File: src/design/dlcr_pkg.sv
// Package of offsets, field positions and reset values for the loop configuration bank
package dlcr_pkg;
   // ---------------------------------------------------------------
   // Register indices, byte address is four times the index
   // ---------------------------------------------------------------
   localparam logic [6:0] MAIN_FREQ_IDX = 7'h65;
   localparam logic [6:0] AUX_BW_IDX = 7'h66;
   localparam logic [6:0] MAIN_LOCK_BW_IDX = 7'h67;
   localparam logic [6:0] MAIN_ACQ_BW_IDX = 7'h69;
   localparam logic [6:0] AUX_DAMP_IDX = 7'h6A;
   localparam logic [6:0] MAIN_DAMP_IDX = 7'h6B;
   localparam logic [6:0] AUX_GAIN_IDX = 7'h6C;
   localparam logic [6:0] MAIN_GAIN_IDX = 7'h6D;
   // ---------------------------------------------------------------
   // Writable bit masks, unused bits read zero
   // ---------------------------------------------------------------
   localparam logic [7:0] MAIN_FREQ_MASK = 8'h77;
   localparam logic [7:0] AUX_BW_MASK = 8'h03;
   localparam logic [7:0] BW4_MASK = 8'h0F;
   localparam logic [7:0] DAMP_MASK = 8'h77;
   localparam logic [7:0] GAIN_MASK = 8'hF7;
   // ---------------------------------------------------------------
   // Reset values
   // ---------------------------------------------------------------
   localparam logic [7:0] MAIN_FREQ_RST = 8'h00;
   localparam logic [7:0] AUX_BW_RST = 8'h00;
   localparam logic [7:0] MAIN_LOCK_BW_RST = 8'h0B;
   localparam logic [7:0] MAIN_ACQ_BW_RST = 8'h00;
   localparam logic [7:0] DAMP_RST = 8'h13;
   localparam logic [7:0] GAIN_RST = 8'hC2;
   // ---------------------------------------------------------------
   // Field positions
   // ---------------------------------------------------------------
   localparam int SRC_SEL_BIT = 6;
   localparam int ROUTED_LSB = 4;
   localparam int LOWGAIN_LSB = 4;
   localparam int HIGAIN_LSB = 4;
   localparam int AUTO_GAIN_BIT = 7;
   // ---------------------------------------------------------------
   // Codes
   // ---------------------------------------------------------------
   localparam logic [2:0] MAIN_RATE_ANALOG = 3'h1;
   // Aux-loop rate codes for the four routed multiplier rates
   localparam logic [2:0] AUX_RATE_E1_12 = 3'h2;
   localparam logic [2:0] AUX_RATE_E1_16 = 3'h3;
   localparam logic [2:0] AUX_RATE_DS1_24 = 3'h4;
   localparam logic [2:0] AUX_RATE_DS1_16 = 3'h5;
   localparam int ADDR_W = 9;
endpackage

File: src/design/dlcr_regs.sv
// Wishbone register bank configuring main and auxiliary digital loops
`timescale 1ns/1ns
module dlcr_regs (
   input wire logic clk_i,
   input wire logic rst_i,
   input wire logic cyc_i,
   input wire logic stb_i,
   input wire logic we_i,
   input wire logic [dlcr_pkg::ADDR_W-1:0] adr_i,
   input wire logic [3:0] sel_i,
   input wire logic [31:0] dat_i,
   output logic [31:0] dat_o,
   output logic ack_o,
   input wire logic main_locked_i,
   input wire logic main_ref_low_i,
   input wire logic aux_analog_fb_i,
   input wire logic aux_ref_low_i,
   input wire logic [2:0] aux_loop_rate_i,
   output logic aux_mult_from_main_o,
   output logic [2:0] aux_mult_rate_o,
   output logic [2:0] main_loop_rate_sel_o,
   output logic main_analog_fb_o,
   output logic [1:0] aux_loop_bandwidth_o,
   output logic [3:0] main_loop_bandwidth_o,
   output logic [2:0] aux_loop_damping_o,
   output logic [2:0] main_loop_damping_o,
   output logic [2:0] aux_gain_o,
   output logic [2:0] main_gain_o
);
   import dlcr_pkg::*;

   // ---------------------------------------------------------------
   // Elaboration check
   // ---------------------------------------------------------------
   // The index decode needs exactly seven bits above the byte lane
   if (ADDR_W != 9) begin : g_addr_check
      $error("address width must be 9");
   end

   // ---------------------------------------------------------------
   // Bus decode
   // ---------------------------------------------------------------
   logic ack_q;
   logic [31:0] dat_q;
   logic [7:0] main_freq_q, aux_bw_q, lock_bw_q, acq_bw_q;
   logic [7:0] aux_damp_q, main_damp_q, aux_gain_q, main_gain_q;

   // Index takes every address bit above the byte lane, so 0x65..0x6D decode, 0x68 aside
   wire word_ok = (adr_i[1:0] == 2'h0);
   wire [6:0] idx = adr_i[ADDR_W-1:2];
   wire req = cyc_i && stb_i;
   // Write lands on the edge where the master sees ack high
   wire wr_go = req && ack_q && we_i && sel_i[0] && word_ok;
   wire [7:0] wd = dat_i[7:0];
   wire hit_freq = wr_go && (idx == MAIN_FREQ_IDX);
   wire hit_aux_bw = wr_go && (idx == AUX_BW_IDX);
   wire hit_lock_bw = wr_go && (idx == MAIN_LOCK_BW_IDX);
   wire hit_acq_bw = wr_go && (idx == MAIN_ACQ_BW_IDX);
   wire hit_aux_damp = wr_go && (idx == AUX_DAMP_IDX);
   wire hit_main_damp = wr_go && (idx == MAIN_DAMP_IDX);
   wire hit_aux_gain = wr_go && (idx == AUX_GAIN_IDX);
   wire hit_main_gain = wr_go && (idx == MAIN_GAIN_IDX);

   logic [7:0] rd_sel;
   always_comb begin
      rd_sel = 8'h00; // Unmapped or misaligned reads answer zero
      if (word_ok) begin
         unique case (idx)
            MAIN_FREQ_IDX: rd_sel = main_freq_q;
            AUX_BW_IDX: rd_sel = aux_bw_q;
            MAIN_LOCK_BW_IDX: rd_sel = lock_bw_q;
            MAIN_ACQ_BW_IDX: rd_sel = acq_bw_q;
            AUX_DAMP_IDX: rd_sel = aux_damp_q;
            MAIN_DAMP_IDX: rd_sel = main_damp_q;
            AUX_GAIN_IDX: rd_sel = aux_gain_q;
            MAIN_GAIN_IDX: rd_sel = main_gain_q;
            default: rd_sel = 8'h00;
         endcase
      end
   end

   // ---------------------------------------------------------------
   // Bus handshake, ack one cycle after the request, then dropped
   // ---------------------------------------------------------------
   always_ff @(posedge clk_i) begin
      if (rst_i) begin
         ack_q <= 1'b0;
         dat_q <= 32'h0000_0000;
      end else begin
         ack_q <= req && !ack_q;
         if (req && !ack_q) begin
            dat_q <= {24'h00_0000, rd_sel};
         end
      end
   end
   assign ack_o = ack_q;
   assign dat_o = dat_q;

   // ---------------------------------------------------------------
   // Register storage, masked so unused bits stay zero
   // ---------------------------------------------------------------
   always_ff @(posedge clk_i) begin
      if (rst_i) begin
         main_freq_q <= MAIN_FREQ_RST;
         aux_bw_q <= AUX_BW_RST;
         lock_bw_q <= MAIN_LOCK_BW_RST;
         acq_bw_q <= MAIN_ACQ_BW_RST;
         aux_damp_q <= DAMP_RST;
         main_damp_q <= DAMP_RST;
         aux_gain_q <= GAIN_RST;
         main_gain_q <= GAIN_RST;
      end else begin
         if (hit_freq) main_freq_q <= wd & MAIN_FREQ_MASK;
         if (hit_aux_bw) aux_bw_q <= wd & AUX_BW_MASK;
         if (hit_lock_bw) lock_bw_q <= wd & BW4_MASK;
         if (hit_acq_bw) acq_bw_q <= wd & BW4_MASK;
         if (hit_aux_damp) aux_damp_q <= wd & DAMP_MASK;
         if (hit_main_damp) main_damp_q <= wd & DAMP_MASK;
         if (hit_aux_gain) aux_gain_q <= wd & GAIN_MASK;
         if (hit_main_gain) main_gain_q <= wd & GAIN_MASK;
      end
   end

   // ---------------------------------------------------------------
   // Field extraction and applied settings
   // ---------------------------------------------------------------
   wire src_main = main_freq_q[SRC_SEL_BIT];
   wire [1:0] routed = main_freq_q[ROUTED_LSB+1:ROUTED_LSB];
   wire [2:0] main_rate = main_freq_q[2:0];
   wire main_analog = (main_rate == MAIN_RATE_ANALOG);

   logic [2:0] routed_code;
   always_comb begin
      unique case (routed)
         2'h0: routed_code = AUX_RATE_E1_12;
         2'h1: routed_code = AUX_RATE_E1_16;
         2'h2: routed_code = AUX_RATE_DS1_24;
         2'h3: routed_code = AUX_RATE_DS1_16;
      endcase
   end
   // Aux-own rate comes from a register outside this bank
   wire [2:0] mult_rate_d = src_main ? routed_code : aux_loop_rate_i;
   // The applied bandwidth follows lock state with one cycle of latency
   wire [3:0] main_bw_d = main_locked_i ? lock_bw_q[3:0] : acq_bw_q[3:0];

   // Second detector gain choice, shared by both paths
   function automatic logic [2:0] pick_gain(input logic [7:0] g, input logic [7:0] dmp,
                                            input logic analog, input logic low);
      logic [2:0] r;
      r = g[2:0];
      if (g[AUTO_GAIN_BIT] && analog) begin
         r = low ? dmp[LOWGAIN_LSB+2:LOWGAIN_LSB] : g[HIGAIN_LSB+2:HIGAIN_LSB];
      end
      return r;
   endfunction

   wire [2:0] aux_gain_d = pick_gain(aux_gain_q, aux_damp_q, aux_analog_fb_i,
                                     aux_ref_low_i);
   wire [2:0] main_gain_d = pick_gain(main_gain_q, main_damp_q, main_analog,
                                      main_ref_low_i);

   // ---------------------------------------------------------------
   // Registered outputs to the loops
   // ---------------------------------------------------------------
   always_ff @(posedge clk_i) begin
      if (rst_i) begin
         aux_mult_from_main_o <= 1'b0;
         aux_mult_rate_o <= 3'h0;
         main_loop_rate_sel_o <= 3'h0;
         main_analog_fb_o <= 1'b0;
         aux_loop_bandwidth_o <= 2'h0;
         main_loop_bandwidth_o <= 4'h0;
         aux_loop_damping_o <= 3'h0;
         main_loop_damping_o <= 3'h0;
         aux_gain_o <= 3'h0;
         main_gain_o <= 3'h0;
      end else begin
         aux_mult_from_main_o <= src_main;
         aux_mult_rate_o <= mult_rate_d;
         main_loop_rate_sel_o <= main_rate;
         main_analog_fb_o <= main_analog;
         aux_loop_bandwidth_o <= aux_bw_q[1:0];
         main_loop_bandwidth_o <= main_bw_d;
         aux_loop_damping_o <= aux_damp_q[2:0];
         main_loop_damping_o <= main_damp_q[2:0];
         aux_gain_o <= aux_gain_d;
         main_gain_o <= main_gain_d;
      end
   end
endmodule

File: config.mk
export PLATFORM = sky130hd
export DESIGN_NAME = dlcr_regs
export DESIGN_NICKNAME = d
export VERILOG_FILES = /design/src/design/dlcr_pkg.sv /design/src/design/dlcr_regs.sv
export SDC_FILE = /design/constraint.sdc
export NUM_CORES = 1
export LEC_CHECK = 0
export BUFFER_PORTS_ARGS = -buffer_cell sky130_fd_sc_hd__clkbuf_2
export CAP_MARGIN = 20
export CORE_UTILIZATION = 45
export DETAILED_ROUTE_END_ITERATION = 7
export MAX_ROUTING_LAYER = met4
export PLACE_DENSITY = 0.85
export SLEW_MARGIN = 20
export SYNTH_ARGS = -nofsm -noshare
export SYNTH_HDL_FRONTEND = slang
export SYNTH_SLANG_ARGS = --single-unit
export TNS_END_PERCENT = 1
File: constraint.sdc
create_clock -name clk_i -period 1.5 [get_ports clk_i]
set_input_delay 0 -clock clk_i [delete_from_list [all_inputs] [get_ports clk_i]]
set_output_delay 0 -clock clk_i [all_outputs]
set_load 0.1 [all_outputs]
==> impl_metrics.xml, run 1 <==
<?xml version="1.0" encoding="UTF-8"?>
<metrics>
  <group name="status">
    <metric name="status" unit="">finished, violations left</metric>
    <metric name="violations" unit="">negative setup slack</metric>
  </group>
  <group name="setup_path">
    <metric name="worst_setup_path_class" unit="">reg -&gt; reg</metric>
    <metric name="cp_slowest_cell" unit="">sky130_fd_sc_hd__dfxtp_4</metric>
    <metric name="critical_path_arrival" unit="ns">1.80</metric>
    <metric name="cp_cell_sequence" unit="">nand3_4 -&gt; nor4_4 -&gt; buf_4 -&gt; nand3_2 -&gt; buf_4 -&gt; nor2_1 -&gt; a211o_1</metric>
    <metric name="critPathBufInv" unit="">2</metric>
    <metric name="critical_path_required" unit="ns">1.80</metric>
    <metric name="worst_setup_path_end_kind" unit="">register</metric>
    <metric name="most_common_cell_on_crit_path" unit="">sky130_fd_sc_hd__buf_4</metric>
    <metric name="slowest_delay" unit="ns">0.36</metric>
    <metric name="worst_setup_sp_type" unit="">register</metric>
    <metric name="crit_path_max_fanout" unit="">9</metric>
    <metric name="cp_top_family" unit="">simple AND/OR/NAND/NOR gates</metric>
  </group>
  <group name="placement">
    <metric name="dp_hpwl" unit="um">5730</metric>
    <metric name="gp_congestion" unit="">0.917</metric>
    <metric name="pre_cts_slack" unit="ns">-0.0893</metric>
    <metric name="port_buffers" unit="">64</metric>
    <metric name="place_inst" unit="">514</metric>
  </group>
  <group name="drt">
    <metric name="postRouteWirelength" unit="um">7830</metric>
    <metric name="route.detailed.wl_per_inst" unit="um">14.5</metric>
    <metric name="dr_total_vias" unit="">2775</metric>
    <metric name="drtAntennaViolNets" unit="">0</metric>
    <metric name="remaining_drc_errors" unit="">0</metric>
    <metric name="drt_first_iter_violations" unit="">184</metric>
    <metric name="firstDrtPassIters" unit="">4</metric>
    <metric name="vias_per_cell" unit="">5.13</metric>
  </group>
  <group name="job">
    <metric name="max_cap_viol_count" unit="">0</metric>
  </group>
  <group name="synthesis">
    <metric name="most_common_library_cells_after_synthesis" unit="">sky130_fd_sc_hd__dfxtp_1, sky130_fd_sc_hd__nor2_1, sky130_fd_sc_hd__mux2i_1, sky130_fd_sc_hd__buf_4, sky130_fd_sc_hd__nor2b_1</metric>
    <metric name="synth_top_area_share" unit="%">45.8</metric>
    <metric name="async_flop_share" unit="%">0</metric>
    <metric name="post_synth_mux_area_share" unit="%">14.9</metric>
    <metric name="dominant_combinational_cell_family_by_area_after_synthesis" unit="">simple AND/OR/NAND/NOR gates</metric>
    <metric name="synth_compound_area_share" unit="%">12.3</metric>
    <metric name="syn_inst" unit="">350</metric>
    <metric name="synth-warning-count" unit="">0</metric>
    <metric name="synth-seq-area-share" unit="%">45.8</metric>
    <metric name="synth.area.top_cells" unit="">sky130_fd_sc_hd__dfxtp_1, sky130_fd_sc_hd__mux2i_1, sky130_fd_sc_hd__nor2_1, sky130_fd_sc_hd__buf_4, sky130_fd_sc_hd__a211o_1</metric>
    <metric name="dominantRegCellSynth" unit="">sky130_fd_sc_hd__dfxtp_1</metric>
    <metric name="synth-adder-area-share" unit="%">0</metric>
    <metric name="syn-cell-area" unit="mm2">0.00337</metric>
    <metric name="synth_xor_area_share" unit="%">0</metric>
    <metric name="synth_simple_gate_area_share" unit="%">17.7</metric>
    <metric name="yosysMostFrequentCell" unit="">sky130_fd_sc_hd__dfxtp_1</metric>
    <metric name="synth_enable_flop_cells" unit="">0</metric>
    <metric name="syn-mean-instance-area" unit="um2">9.62</metric>
    <metric name="synth_largest_area_cell" unit="">sky130_fd_sc_hd__dfxtp_1</metric>
    <metric name="postSynthRegisterBits" unit="">77</metric>
    <metric name="post_synth_num_cell_types" unit="">42</metric>
  </group>
  <group name="clock_tree">
    <metric name="cts_h_tree_lvls" unit="">3</metric>
    <metric name="numClockSinks" unit="">77</metric>
    <metric name="cts-root-to-sink-buffers" unit="">2</metric>
    <metric name="clk_pin_slew" unit="ns">0.08</metric>
    <metric name="postCtsSetupRepairBufs" unit="">0</metric>
    <metric name="tritoncts" unit="">yes</metric>
    <metric name="cts_inserted_buffers" unit="">9</metric>
    <metric name="cts_root_buf" unit="">sky130_fd_sc_hd__clkbuf_8</metric>
    <metric name="clock_insertion_delay_worst_skew" unit="ns">0.35</metric>
  </group>
  <group name="finish">
    <metric name="final-instance-count-excl-fill" unit="">541</metric>
    <metric name="finish.net_count" unit="">494</metric>
    <metric name="post_route_cells_drive_above_1_share" unit="%">26.2</metric>
    <metric name="fillCellCount" unit="">652</metric>
    <metric name="areaGrowthSynthToFinish" unit="%">23.3</metric>
    <metric name="antenna_diode_count" unit="">0</metric>
  </group>
  <group name="power_and_ir_drop">
    <metric name="ir_worst_vdd" unit="mV">0.404</metric>
    <metric name="p_sw_share" unit="%">31.1</metric>
    <metric name="clock_power_share" unit="%">35.5</metric>
    <metric name="power.static_leakage" unit="uW">0.00194</metric>
    <metric name="internal-power" unit="uW">2950</metric>
    <metric name="net_switching_power" unit="uW">1330</metric>
    <metric name="pwr-share-seq" unit="%">48.3</metric>
    <metric name="fin_total_pwr" unit="uW">4280</metric>
    <metric name="cellPowerDensity" unit="mW/mm2">1030</metric>
    <metric name="comb_power_share" unit="%">16.2</metric>
  </group>
  <group name="global_route">
    <metric name="global_route.usage.total" unit="%">22.0</metric>
    <metric name="globalRoute.totalOverflow" unit="">0</metric>
    <metric name="antenna_found_initial" unit="">0</metric>
    <metric name="number_of_global_route_vias_before_repair" unit="">2618</metric>
    <metric name="grt_start_max_net_pins" unit="">71</metric>
    <metric name="grt_first_pass_wirelength" unit="um">12500</metric>
  </group>
  <group name="sta">
    <metric name="report.final.slew_viol_count" unit="">0</metric>
    <metric name="final_period_minus_worst_setup_slack" unit="ns">1.50</metric>
    <metric name="max_slew_margin" unit="%">63.9</metric>
    <metric name="post-route-period-util" unit="%">100</metric>
    <metric name="rsz0062_at_grt" unit="">yes</metric>
    <metric name="postLayoutSetupSlackWorst" unit="ns">-0.00107</metric>
    <metric name="report.final.hold_viol_count" unit="">0</metric>
    <metric name="setup_viol_count_final" unit="">1</metric>
    <metric name="whs" unit="ns">0.0120</metric>
    <metric name="worst_skew" unit="ns">0.00723</metric>
    <metric name="max_slew.worst_pin.slew" unit="ns">0.544</metric>
    <metric name="clock.fmax" unit="MHz">666</metric>
    <metric name="setup-tns-final" unit="ns">-0.00107</metric>
  </group>
  <group name="min_path">
    <metric name="min_path_type" unit="">in -&gt; reg</metric>
  </group>
  <group name="die">
    <metric name="row_count" unit="">31</metric>
    <metric name="design.die.area" unit="mm2">0.00783</metric>
    <metric name="chipWidth" unit="um">88.5</metric>
    <metric name="io_pins" unit="">116</metric>
    <metric name="coreArea" unit="mm2">0.00725</metric>
    <metric name="chipHeight" unit="um">88.5</metric>
    <metric name="floorplan.initialDensity" unit="%">46.4</metric>
  </group>
</metrics>
==> cells in the final DEF, fill, tap and decap left out, types with 3 or more instances in the layout <==
cell,count
sky130_fd_sc_hd__clkbuf_2,64
sky130_fd_sc_hd__a211o_1,15
sky130_fd_sc_hd__mux2i_1,48
sky130_fd_sc_hd__nor3_1,5
sky130_fd_sc_hd__nand3_2,4
sky130_fd_sc_hd__buf_4,20
sky130_fd_sc_hd__dfxtp_1,76
sky130_fd_sc_hd__nor2_1,56
sky130_fd_sc_hd__inv_1,7
sky130_fd_sc_hd__a21oi_1,3
sky130_fd_sc_hd__buf_6,3
sky130_fd_sc_hd__a22oi_1,5
sky130_fd_sc_hd__a22o_1,7
sky130_fd_sc_hd__conb_1,24
sky130_fd_sc_hd__a211oi_1,6
sky130_fd_sc_hd__nor2b_1,19
sky130_fd_sc_hd__clkbuf_8,9
sky130_fd_sc_hd__nand2_1,7
sky130_fd_sc_hd__dlygate4sd3_1,11
sky130_fd_sc_hd__nand3_1,8
sky130_fd_sc_hd__o21ai_0,3
sky130_fd_sc_hd__o22ai_1,4
==> state kept, by name, summed over array words and instances, names as in the netlist, 4 cells and up <==
| name | flops |
|---|---|
| acq_bw_q | 4 |
| main_damp_q | 6 |
| lock_bw_q | 4 |
| main_loop_bandwidth_o | 4 |
| aux_gain_q | 7 |
| aux_damp_q | 6 |
| dat_o | 8 |
| main_freq_q | 6 |
| main_gain_q | 7 |
==> worst min-delay path: stages <==
cell	delay (ns)
sky130_fd_sc_hd__clkbuf_2	0.17
sky130_fd_sc_hd__mux2i_1	0.09
sky130_fd_sc_hd__nor2_1	0.07
==> per-stage QoR <==
| stage | area, um2 | util [%] |
|---|---|---|
| after floorplan | 3460 | - |
| after global placement | 3810 | 52.6 |
| after detailed placement | 3810 | 52.6 |
| after CTS | 4140 | 57.1 |
| after global routing | 4150 | 57.3 |
| final | 4150 | 57.3 |
==> what timing repair did <==
item	CTS	global route
hold endpoints to repair	23	0
setup endpoints to repair	24	18
resized for setup	5	3
pin swaps	3	1
gates cloned	0	0
hold buffers	11	0
==> power groups by stage <==
stage / clock network [uW] / registers, uW / logic (uW)
2_1_floorplan: 0 / 2270 / 435
3_3_place_gp: 0 / 2120 / 663
3_5_place_dp: 0 / 2120 / 666
4_1_cts: 1540 / 2070 / 692
5_1_grt: 1630 / 2070 / 723
6_report: 1520 / 2070 / 694
==> metal layers <==
layer	vias to the layer above	wire length (um)	GRT usage [%]
met5	-	0	-
met1	1307	3340	25.5
met3	17	396	3.54
met4	0	191	12.0
li1	1359	-	-
met2	92	3900	36.4
==> path summary, 6_finish.rpt <==
| kind | endpoint | start | cells after the start | slack (ns) |
|---|---|---|---|---|
| max | aux_damp_q[0] | ack_o | 7 | -0.001 |
| min | acq_bw_q[0] | dat_i[0] | 3 | 0.01 |
| max reg2reg | aux_damp_q[0] | ack_o | 7 | -0.001 |
| min reg2reg | dat_o[5] | dat_o[5] | 1 | 0.49 |
==> cell families (layout without fill, tap and decap cells) <==
group	after synthesis	after routing
buffers and inverters	53	122
flip-flops	77	77
AND/OR/NAND/NOR	116	116
other	1	24
AO/OA/AOI/OAI	53	53
multiplexers	50	50
==> cell type report <==
class	instances	area [um2]	share of cell area (%)
clock buffers	10	128	3.07
flip-flops and latches	77	1550	37.2
well taps	99	124	2.98
inverters	7	26.3	0.633
clock inverters	6	62.6	1.51
repair buffers	99	634	15.3
multi-input cells	243	1630	39.3
(Power assumes the default switching activity.)
==> run 2, diff against run 1 <==
--- a/config.mk
+++ b/config.mk
@@ -10,7 +10,8 @@
 export CORE_UTILIZATION = 45
 export DETAILED_ROUTE_END_ITERATION = 7
 export MAX_ROUTING_LAYER = met4
-export PLACE_DENSITY = 0.85
+export PLACE_DENSITY_LB_ADDON = 0.12
+export REMOVE_ABC_BUFFERS = 1
 export SLEW_MARGIN = 20
 export SYNTH_ARGS = -nofsm -noshare
 export SYNTH_HDL_FRONTEND = slang
==> run 2 against run 1 <==
Net effect:
- the flow now finishes without violations
- cell count decreased by 0.37%
- utilization fell by 1.0 points
- worst setup slack gained 0.035 ns
- total power fell by 4.9%
- critical path depth fell by 2
- non-clock buffer count decreased by 1
- critical path type unchanged
- critical endpoint unchanged
- largest cell class unchanged
- highest routed layer unchanged
==> impl_metrics.xml, run 2 (same netlist as run 1, synthesis figures left out) <==
<?xml version="1.0" encoding="UTF-8"?>
<metrics>
  <group name="clock_tree">
    <metric name="cts_h_tree_lvls" unit="">3</metric>
    <metric name="postCtsSetupRepairBufs" unit="">0</metric>
    <metric name="cts_inserted_buffers" unit="">9</metric>
    <metric name="tritoncts" unit="">yes</metric>
    <metric name="numClockSinks" unit="">77</metric>
    <metric name="cts_root_buf" unit="">sky130_fd_sc_hd__clkbuf_8</metric>
    <metric name="clock_insertion_delay_worst_skew" unit="ns">0.35</metric>
    <metric name="clk_pin_slew" unit="ns">0.07</metric>
    <metric name="cts-root-to-sink-buffers" unit="">2</metric>
  </group>
  <group name="sta">
    <metric name="worst_skew" unit="ns">0.0108</metric>
    <metric name="max_slew.worst_pin.slew" unit="ns">0.578</metric>
    <metric name="final_period_minus_worst_setup_slack" unit="ns">1.47</metric>
    <metric name="report.final.slew_viol_count" unit="">0</metric>
    <metric name="setup_viol_count_final" unit="">0</metric>
    <metric name="rsz0062_at_grt" unit="">yes</metric>
    <metric name="max_slew_margin" unit="%">61.3</metric>
    <metric name="postLayoutSetupSlackWorst" unit="ns">0.0335</metric>
    <metric name="post-route-period-util" unit="%">97.8</metric>
    <metric name="report.final.hold_viol_count" unit="">0</metric>
    <metric name="clock.fmax" unit="MHz">682</metric>
  </group>
  <group name="setup_path">
    <metric name="r2r_start" unit="">ack_o</metric>
    <metric name="critPathBufInv" unit="">1</metric>
    <metric name="worst_setup_sp_type" unit="">register</metric>
    <metric name="r2r-end" unit="">aux_damp_q[0]</metric>
    <metric name="worst_setup_path_startpoint" unit="">ack_o</metric>
    <metric name="critical_path_required" unit="ns">1.74</metric>
    <metric name="cp_top_family" unit="">simple AND/OR/NAND/NOR gates</metric>
    <metric name="reg2reg_slack" unit="ns">0.03</metric>
    <metric name="cp_cell_sequence" unit="">nand3_1 -&gt; nor4_4 -&gt; buf_6 -&gt; nand3_2 -&gt; a211o_1</metric>
    <metric name="rr_worst_depth" unit="">5</metric>
    <metric name="cp_slowest_cell" unit="">sky130_fd_sc_hd__a211o_1</metric>
    <metric name="cp_num_cells" unit="">5</metric>
    <metric name="slowest_delay" unit="ns">0.36</metric>
    <metric name="worst_setup_path_class" unit="">reg -&gt; reg</metric>
    <metric name="worst_setup_path_end_kind" unit="">register</metric>
    <metric name="critical_path_arrival" unit="ns">1.71</metric>
    <metric name="critical_path.endpoint" unit="">aux_damp_q[0]</metric>
    <metric name="crit_path_max_fanout" unit="">9</metric>
  </group>
  <group name="drt">
    <metric name="postRouteWirelength" unit="um">8030</metric>
    <metric name="route.detailed.wl_per_inst" unit="um">14.9</metric>
    <metric name="remaining_drc_errors" unit="">0</metric>
    <metric name="drt_first_iter_violations" unit="">152</metric>
    <metric name="drtAntennaViolNets" unit="">0</metric>
    <metric name="dr_total_vias" unit="">2709</metric>
    <metric name="firstDrtPassIters" unit="">4</metric>
    <metric name="vias_per_cell" unit="">5.03</metric>
  </group>
  <group name="die">
    <metric name="chipHeight" unit="um">88.5</metric>
    <metric name="floorplan.initialDensity" unit="%">46.4</metric>
    <metric name="io_pins" unit="">116</metric>
    <metric name="design.die.area" unit="mm2">0.00783</metric>
    <metric name="row_count" unit="">31</metric>
    <metric name="coreArea" unit="mm2">0.00725</metric>
    <metric name="chipWidth" unit="um">88.5</metric>
  </group>
  <group name="status">
    <metric name="status" unit="">completed</metric>
  </group>
  <group name="finish">
    <metric name="finish.net_count" unit="">493</metric>
    <metric name="fillCellCount" unit="">679</metric>
    <metric name="multi_input_comb_area" unit="mm2">0.00161</metric>
    <metric name="largest_register_ff_count" unit="">8</metric>
    <metric name="most_frequent_cells_in_the_layout" unit="">sky130_fd_sc_hd__dfxtp_1, sky130_fd_sc_hd__clkbuf_2, sky130_fd_sc_hd__nor2_1, sky130_fd_sc_hd__mux2i_1, sky130_fd_sc_hd__conb_1</metric>
    <metric name="layout.cells.most_common" unit="">sky130_fd_sc_hd__dfxtp_1</metric>
    <metric name="antenna_diode_count" unit="">0</metric>
    <metric name="post_route_cells_drive_above_1_share" unit="%">25.0</metric>
    <metric name="final_core_utilization" unit="%">56.2</metric>
    <metric name="areaGrowthSynthToFinish" unit="%">21.1</metric>
    <metric name="sequential_cell_area" unit="mm2">0.00154</metric>
  </group>
  <group name="placement">
    <metric name="gp_congestion" unit="">0.932</metric>
    <metric name="port_buffers" unit="">64</metric>
    <metric name="pre_cts_slack" unit="ns">-0.0874</metric>
    <metric name="dp_hpwl" unit="um">5970</metric>
  </group>
  <group name="global_route">
    <metric name="antenna_found_initial" unit="">0</metric>
    <metric name="grt_start_max_net_pins" unit="">45</metric>
    <metric name="globalRoute.totalOverflow" unit="">0</metric>
    <metric name="global_route.usage.total" unit="%">22.5</metric>
    <metric name="grt_first_pass_wirelength" unit="um">12400</metric>
    <metric name="number_of_global_route_vias_before_repair" unit="">2433</metric>
  </group>
  <group name="job">
    <metric name="max_cap_viol_count" unit="">0</metric>
  </group>
  <group name="power_and_ir_drop">
    <metric name="cellPowerDensity" unit="mW/mm2">999</metric>
    <metric name="ir_worst_vdd" unit="mV">0.564</metric>
    <metric name="power.static_leakage" unit="uW">0.00191</metric>
  </group>
  <group name="min_path">
    <metric name="min_path_type" unit="">in -&gt; reg</metric>
  </group>
</metrics>
==> run 2: cell types whose count changed in the layout (fill, tap and decap cells not counted), sizes merged <==
cell	before	now
buf	24	23
bufinv	1	0
clkinv	3	5
clkinvlp	1	0
inv	8	7
==> run 2: worst min-delay path by stage <==
stage | start | cells past startpoint | endpoint
6_report | stb_i | 3 | ack_o
5_1_grt | dat_i[0] | 3 | aux_gain_q[0]
4_1_cts | stb_i | 3 | ack_o
3_5_place_dp | aux_loop_rate_i[2] | 3 | aux_mult_rate_o[2]
3_3_place_gp | aux_loop_rate_i[1] | 3 | aux_mult_rate_o[1]
2_1_floorplan | rst_i | 1 | aux_loop_bandwidth_o[0]
==> run 2: final cells by class <==
class / instances / area share [%]
flip-flops and latches: 77 / 37.8
multi-input cells: 243 / 39.5
repair buffers: 98 / 15.2
well taps: 99 / 3.04
clock buffers: 10 / 3.13
inverters: 7 / 0.644
clock inverters: 5 / 0.706
==> run 2: routing by layer <==
| metal | track usage [%] | vias up | share of wire (%) |
|---|---|---|---|
| met5 | - | - | 0 |
| met2 | 34.3 | 73 | 47 |
| met1 | 28.9 | 1267 | 47 |
| met4 | 11.4 | 0 | 2.6 |
| li1 | - | 1352 | - |
| met3 | 3.45 | 17 | 3.3 |
==> run 2: power breakdown <==
part | switching, uW | leakage (uW) | internal, uW
registers | 5.17 | 0.000625 | 2060
clock network | 729 | 0.0000856 | 583
logic | 572 | 0.00120 | 122
==> run 2: repair_timing <==
item                                    in CTS  in global routing
endpoints found under the setup margin       3                 28
resized for setup                            1                  1
hold buffers                                11                  0
hold endpoints to repair                    24                  0
pin swaps                                    0                  0
==> run 2: tightest hold or removal path, stage by stage <==
cell and delay, ns:
sky130_fd_sc_hd__clkbuf_2 0.08, sky130_fd_sc_hd__nand2_1 0.17, sky130_fd_sc_hd__nor3_1 0.08
==> run 2: stage by stage <==
| stage | instance area, um2 | setup TNS [ns] | hold slack [ns] | total power (uW) | std cells |
|---|---|---|---|---|---|
| floorplan | 3170 | -35.88 | 0.0716 | 2610 | 327 |
| global placement | 3800 | -0.202 | 0.237 | 2790 | 513 |
| detailed placement | 3800 | -0.360 | 0.241 | 2790 | 513 |
| CTS | 4080 | 0 | 0.0327 | 4100 | 539 |
| global route | 4080 | -0.907 | 0.0555 | 4250 | 539 |
| finish | 4080 | 0 | 0.0367 | 4070 | 539 |
==> run 3, diff against run 2 <==
--- a/config.mk
+++ b/config.mk
@@ -11,7 +11,6 @@
 export DETAILED_ROUTE_END_ITERATION = 7
 export MAX_ROUTING_LAYER = met4
 export PLACE_DENSITY_LB_ADDON = 0.12
-export REMOVE_ABC_BUFFERS = 1
 export SLEW_MARGIN = 20
 export SYNTH_ARGS = -nofsm -noshare
 export SYNTH_HDL_FRONTEND = slang
==> constraint.sdc (replaced) <==
create_clock -name clk_i -period 1.23 [get_ports clk_i]
set_input_delay 0 -clock clk_i [delete_from_list [all_inputs] [get_ports clk_i]]
set_output_delay 0 -clock clk_i [all_outputs]
set_load 0.1 [all_outputs]
==> run 3 against run 2 <==
Net effect:
- the run now ends with negative setup slack left
- clock-buffer cell count down 1
- routed wire length rose by 1.0%
- combinational power increased by 28%
- clock power increased by 46%
- register-to-register slack got worse by 0.27 ns
- flip-flop and latch count did not move
- critical path type unchanged
- critical endpoint is now main_damp_q[0]
- largest cell class unchanged
==> impl_metrics.xml, run 3 (same netlist as run 1, synthesis figures left out) <==
<?xml version="1.0" encoding="UTF-8"?>
<metrics>
  <group name="global_route">
    <metric name="number_of_global_route_vias_before_repair" unit="">2604</metric>
    <metric name="grt_busiest_layer" unit="">met2</metric>
    <metric name="grt_start_max_net_pins" unit="">59</metric>
    <metric name="antenna_found_initial" unit="">0</metric>
    <metric name="grtUsageMet1" unit="%">28.8</metric>
    <metric name="global_route_met3_usage" unit="%">4.76</metric>
    <metric name="globalRoute.totalOverflow" unit="">0</metric>
    <metric name="groute.layer.met2.usage" unit="%">36.1</metric>
    <metric name="global_route.usage.total" unit="%">23.0</metric>
    <metric name="grt_first_pass_wirelength" unit="um">12900</metric>
  </group>
  <group name="setup_path">
    <metric name="slowest_delay" unit="ns">0.36</metric>
    <metric name="cp_cell_sequence" unit="">nand3_4 -&gt; nor4_4 -&gt; buf_4 -&gt; nand3_4 -&gt; a211o_1</metric>
    <metric name="cp_slowest_cell" unit="">sky130_fd_sc_hd__dfxtp_4</metric>
    <metric name="worst_setup_path_end_kind" unit="">register</metric>
    <metric name="crit_path_max_fanout" unit="">9</metric>
    <metric name="worst_setup_path_class" unit="">reg -&gt; reg</metric>
    <metric name="critical_path_arrival" unit="ns">1.70</metric>
    <metric name="most_common_cell_on_crit_path" unit="">sky130_fd_sc_hd__nand3_4</metric>
    <metric name="worst_setup_sp_type" unit="">register</metric>
    <metric name="critical_path_required" unit="ns">1.46</metric>
  </group>
  <group name="die">
    <metric name="design.die.area" unit="mm2">0.00783</metric>
    <metric name="chipHeight" unit="um">88.5</metric>
    <metric name="io_pins" unit="">116</metric>
    <metric name="chipWidth" unit="um">88.5</metric>
    <metric name="floorplan.initialDensity" unit="%">46.4</metric>
    <metric name="coreArea" unit="mm2">0.00725</metric>
    <metric name="row_count" unit="">31</metric>
  </group>
  <group name="job">
    <metric name="max_cap_viol_count" unit="">0</metric>
  </group>
  <group name="drt">
    <metric name="remaining_drc_errors" unit="">0</metric>
    <metric name="firstDrtPassIters" unit="">4</metric>
    <metric name="drt_first_iter_violations" unit="">195</metric>
    <metric name="drtAntennaViolNets" unit="">0</metric>
    <metric name="dr_total_vias" unit="">2826</metric>
    <metric name="route.detailed.wl_per_inst" unit="um">14.5</metric>
    <metric name="vias_per_cell" unit="">5.06</metric>
    <metric name="postRouteWirelength" unit="um">8110</metric>
  </group>
  <group name="sta">
    <metric name="clock.fmax" unit="MHz">682</metric>
    <metric name="rsz0062_at_grt" unit="">yes</metric>
    <metric name="max_slew.worst_pin.slew" unit="ns">0.843</metric>
    <metric name="final_period_minus_worst_setup_slack" unit="ns">1.47</metric>
    <metric name="post-route-period-util" unit="%">119</metric>
    <metric name="setup-tns-final" unit="ns">-6.79</metric>
    <metric name="report.final.slew_viol_count" unit="">0</metric>
    <metric name="max_slew_margin" unit="%">43.7</metric>
    <metric name="postLayoutSetupSlackWorst" unit="ns">-0.236</metric>
    <metric name="worst_skew" unit="ns">0.0120</metric>
    <metric name="setup_viol_count_final" unit="">43</metric>
    <metric name="report.final.hold_viol_count" unit="">0</metric>
  </group>
  <group name="finish">
    <metric name="post_route_cells_drive_above_1_share" unit="%">30.1</metric>
    <metric name="fillCellCount" unit="">668</metric>
    <metric name="finish.net_count" unit="">511</metric>
    <metric name="areaGrowthSynthToFinish" unit="%">28.4</metric>
    <metric name="post-route-cell-area" unit="mm2">0.00432</metric>
    <metric name="antenna_diode_count" unit="">0</metric>
    <metric name="layout.cells.most_common" unit="">sky130_fd_sc_hd__dfxtp_1</metric>
    <metric name="largest_register_ff_count" unit="">8</metric>
    <metric name="most_frequent_cells_in_the_layout" unit="">sky130_fd_sc_hd__dfxtp_1, sky130_fd_sc_hd__clkbuf_2, sky130_fd_sc_hd__nor2_1, sky130_fd_sc_hd__mux2i_1, sky130_fd_sc_hd__buf_4</metric>
  </group>
  <group name="clock_tree">
    <metric name="cts_root_buf" unit="">sky130_fd_sc_hd__clkbuf_8</metric>
    <metric name="clock_insertion_delay_worst_skew" unit="ns">0.35</metric>
    <metric name="cts-root-to-sink-buffers" unit="">2</metric>
    <metric name="clk_pin_slew" unit="ns">0.08</metric>
    <metric name="numClockSinks" unit="">77</metric>
    <metric name="tritoncts" unit="">yes</metric>
    <metric name="cts_h_tree_lvls" unit="">3</metric>
    <metric name="cts_inserted_buffers" unit="">9</metric>
    <metric name="postCtsSetupRepairBufs" unit="">0</metric>
  </group>
  <group name="placement">
    <metric name="dp_hpwl" unit="um">6010</metric>
    <metric name="placedInstanceArea" unit="mm2">0.00394</metric>
    <metric name="pre_cts_slack" unit="ns">-0.377</metric>
    <metric name="port_buffers" unit="">64</metric>
    <metric name="gp_congestion" unit="">0.933</metric>
  </group>
  <group name="status">
    <metric name="violations" unit="">negative setup slack</metric>
    <metric name="status" unit="">finished, violations left</metric>
  </group>
  <group name="power_and_ir_drop">
    <metric name="power.static_leakage" unit="uW">0.00202</metric>
    <metric name="ir_worst_vdd" unit="mV">0.601</metric>
    <metric name="cellPowerDensity" unit="mW/mm2">1230</metric>
  </group>
  <group name="min_path">
    <metric name="min_path_type" unit="">in -&gt; reg</metric>
  </group>
</metrics>
==> run 3: changes by cell type in the layout (fill, tap and decap cells not counted), moves of 2 or more <==
cell | before | now
sky130_fd_sc_hd__clkinv_2 | 4 | 1
sky130_fd_sc_hd__dfxtp_2 | 0 | 2
sky130_fd_sc_hd__clkinvlp_4 | 0 | 2
sky130_fd_sc_hd__nand3_4 | 1 | 4
sky130_fd_sc_hd__dfxtp_1 | 77 | 74
sky130_fd_sc_hd__buf_4 | 21 | 39
sky130_fd_sc_hd__clkinv_4 | 1 | 3
sky130_fd_sc_hd__o21ai_1 | 0 | 2
sky130_fd_sc_hd__nand3_1 | 11 | 8
sky130_fd_sc_hd__o21ai_0 | 3 | 1
==> run 3: where the power goes <==
part | internal [uW] | leakage, uW | total (uW) | switching, uW
Clock | 942 | 0.0000954 | 1910 | 964
Sequential | 2510 | 0.000627 | 2520 | 7.07
Combinational | 183 | 0.00130 | 888 | 705
Total | 3640 | 0.00202 | 5320 | 1680
==> run 3: repair_timing <==
| item | CTS | global route |
|---|---|---|
| endpoints found under the hold margin | 24 | 0 |
| pin swaps | 0 | 3 |
| cloned | 0 | 0 |
| setup endpoints to repair | 50 | 49 |
| resized for setup | 13 | 4 |
| hold buffers | 11 | 0 |
==> run 3: final timing paths <==
check	start	end	slack, ns	cells after the start
worst max-delay path	ack_o	main_damp_q[0]	-0.24	5
worst min-delay path	dat_i[0]	main_freq_q[0]	0.03	3
worst max register to register	ack_o	main_damp_q[0]	-0.24	5
worst min register to register	dat_o[4]	dat_o[4]	0.48	1
==> run 3: layout make-up <==
type	count	area [um2]	area share (%)
Sequential cell	77	1550	35.8
Inverter	7	26.3	0.608
Timing Repair Buffer	116	761	17.6
Multi-Input combinational cell	243	1670	38.5
Tap cell	99	124	2.86
Clock inverter	7	76.3	1.77
Clock buffer	9	124	2.86
==> run 3: through the flow <==
step | std cells | power, uW | hold WS [ns] | utilization [%]
detailed placement | 531 | 3430 | 0.231 | 54.4
floorplan | 373 | 3300 | 0.118 | -
global placement | 531 | 3430 | 0.230 | 54.4
CTS | 558 | 5360 | 0.0268 | 59.5
finish | 558 | 5320 | 0.0313 | 59.6
global route | 558 | 5540 | 0.0386 | 59.6
==> run 3: critical path: cells and delay by family (launching register included) <==
kind	cells	cell delay, ns
AO/OA/AOI/OAI	1	0.36
buffers and inverters	1	0.24
flip-flops	1	0.36
AND/OR/NAND/NOR	3	0.38
==> run 3: layer usage <==
| layer | routed length, um | vias to the layer above |
|---|---|---|
| met5 | 0 | - |
| met4 | 171 | 0 |
| met3 | 360 | 18 |
| met2 | 3960 | 84 |
| met1 | 3620 | 1336 |
| li1 | - | 1388 |
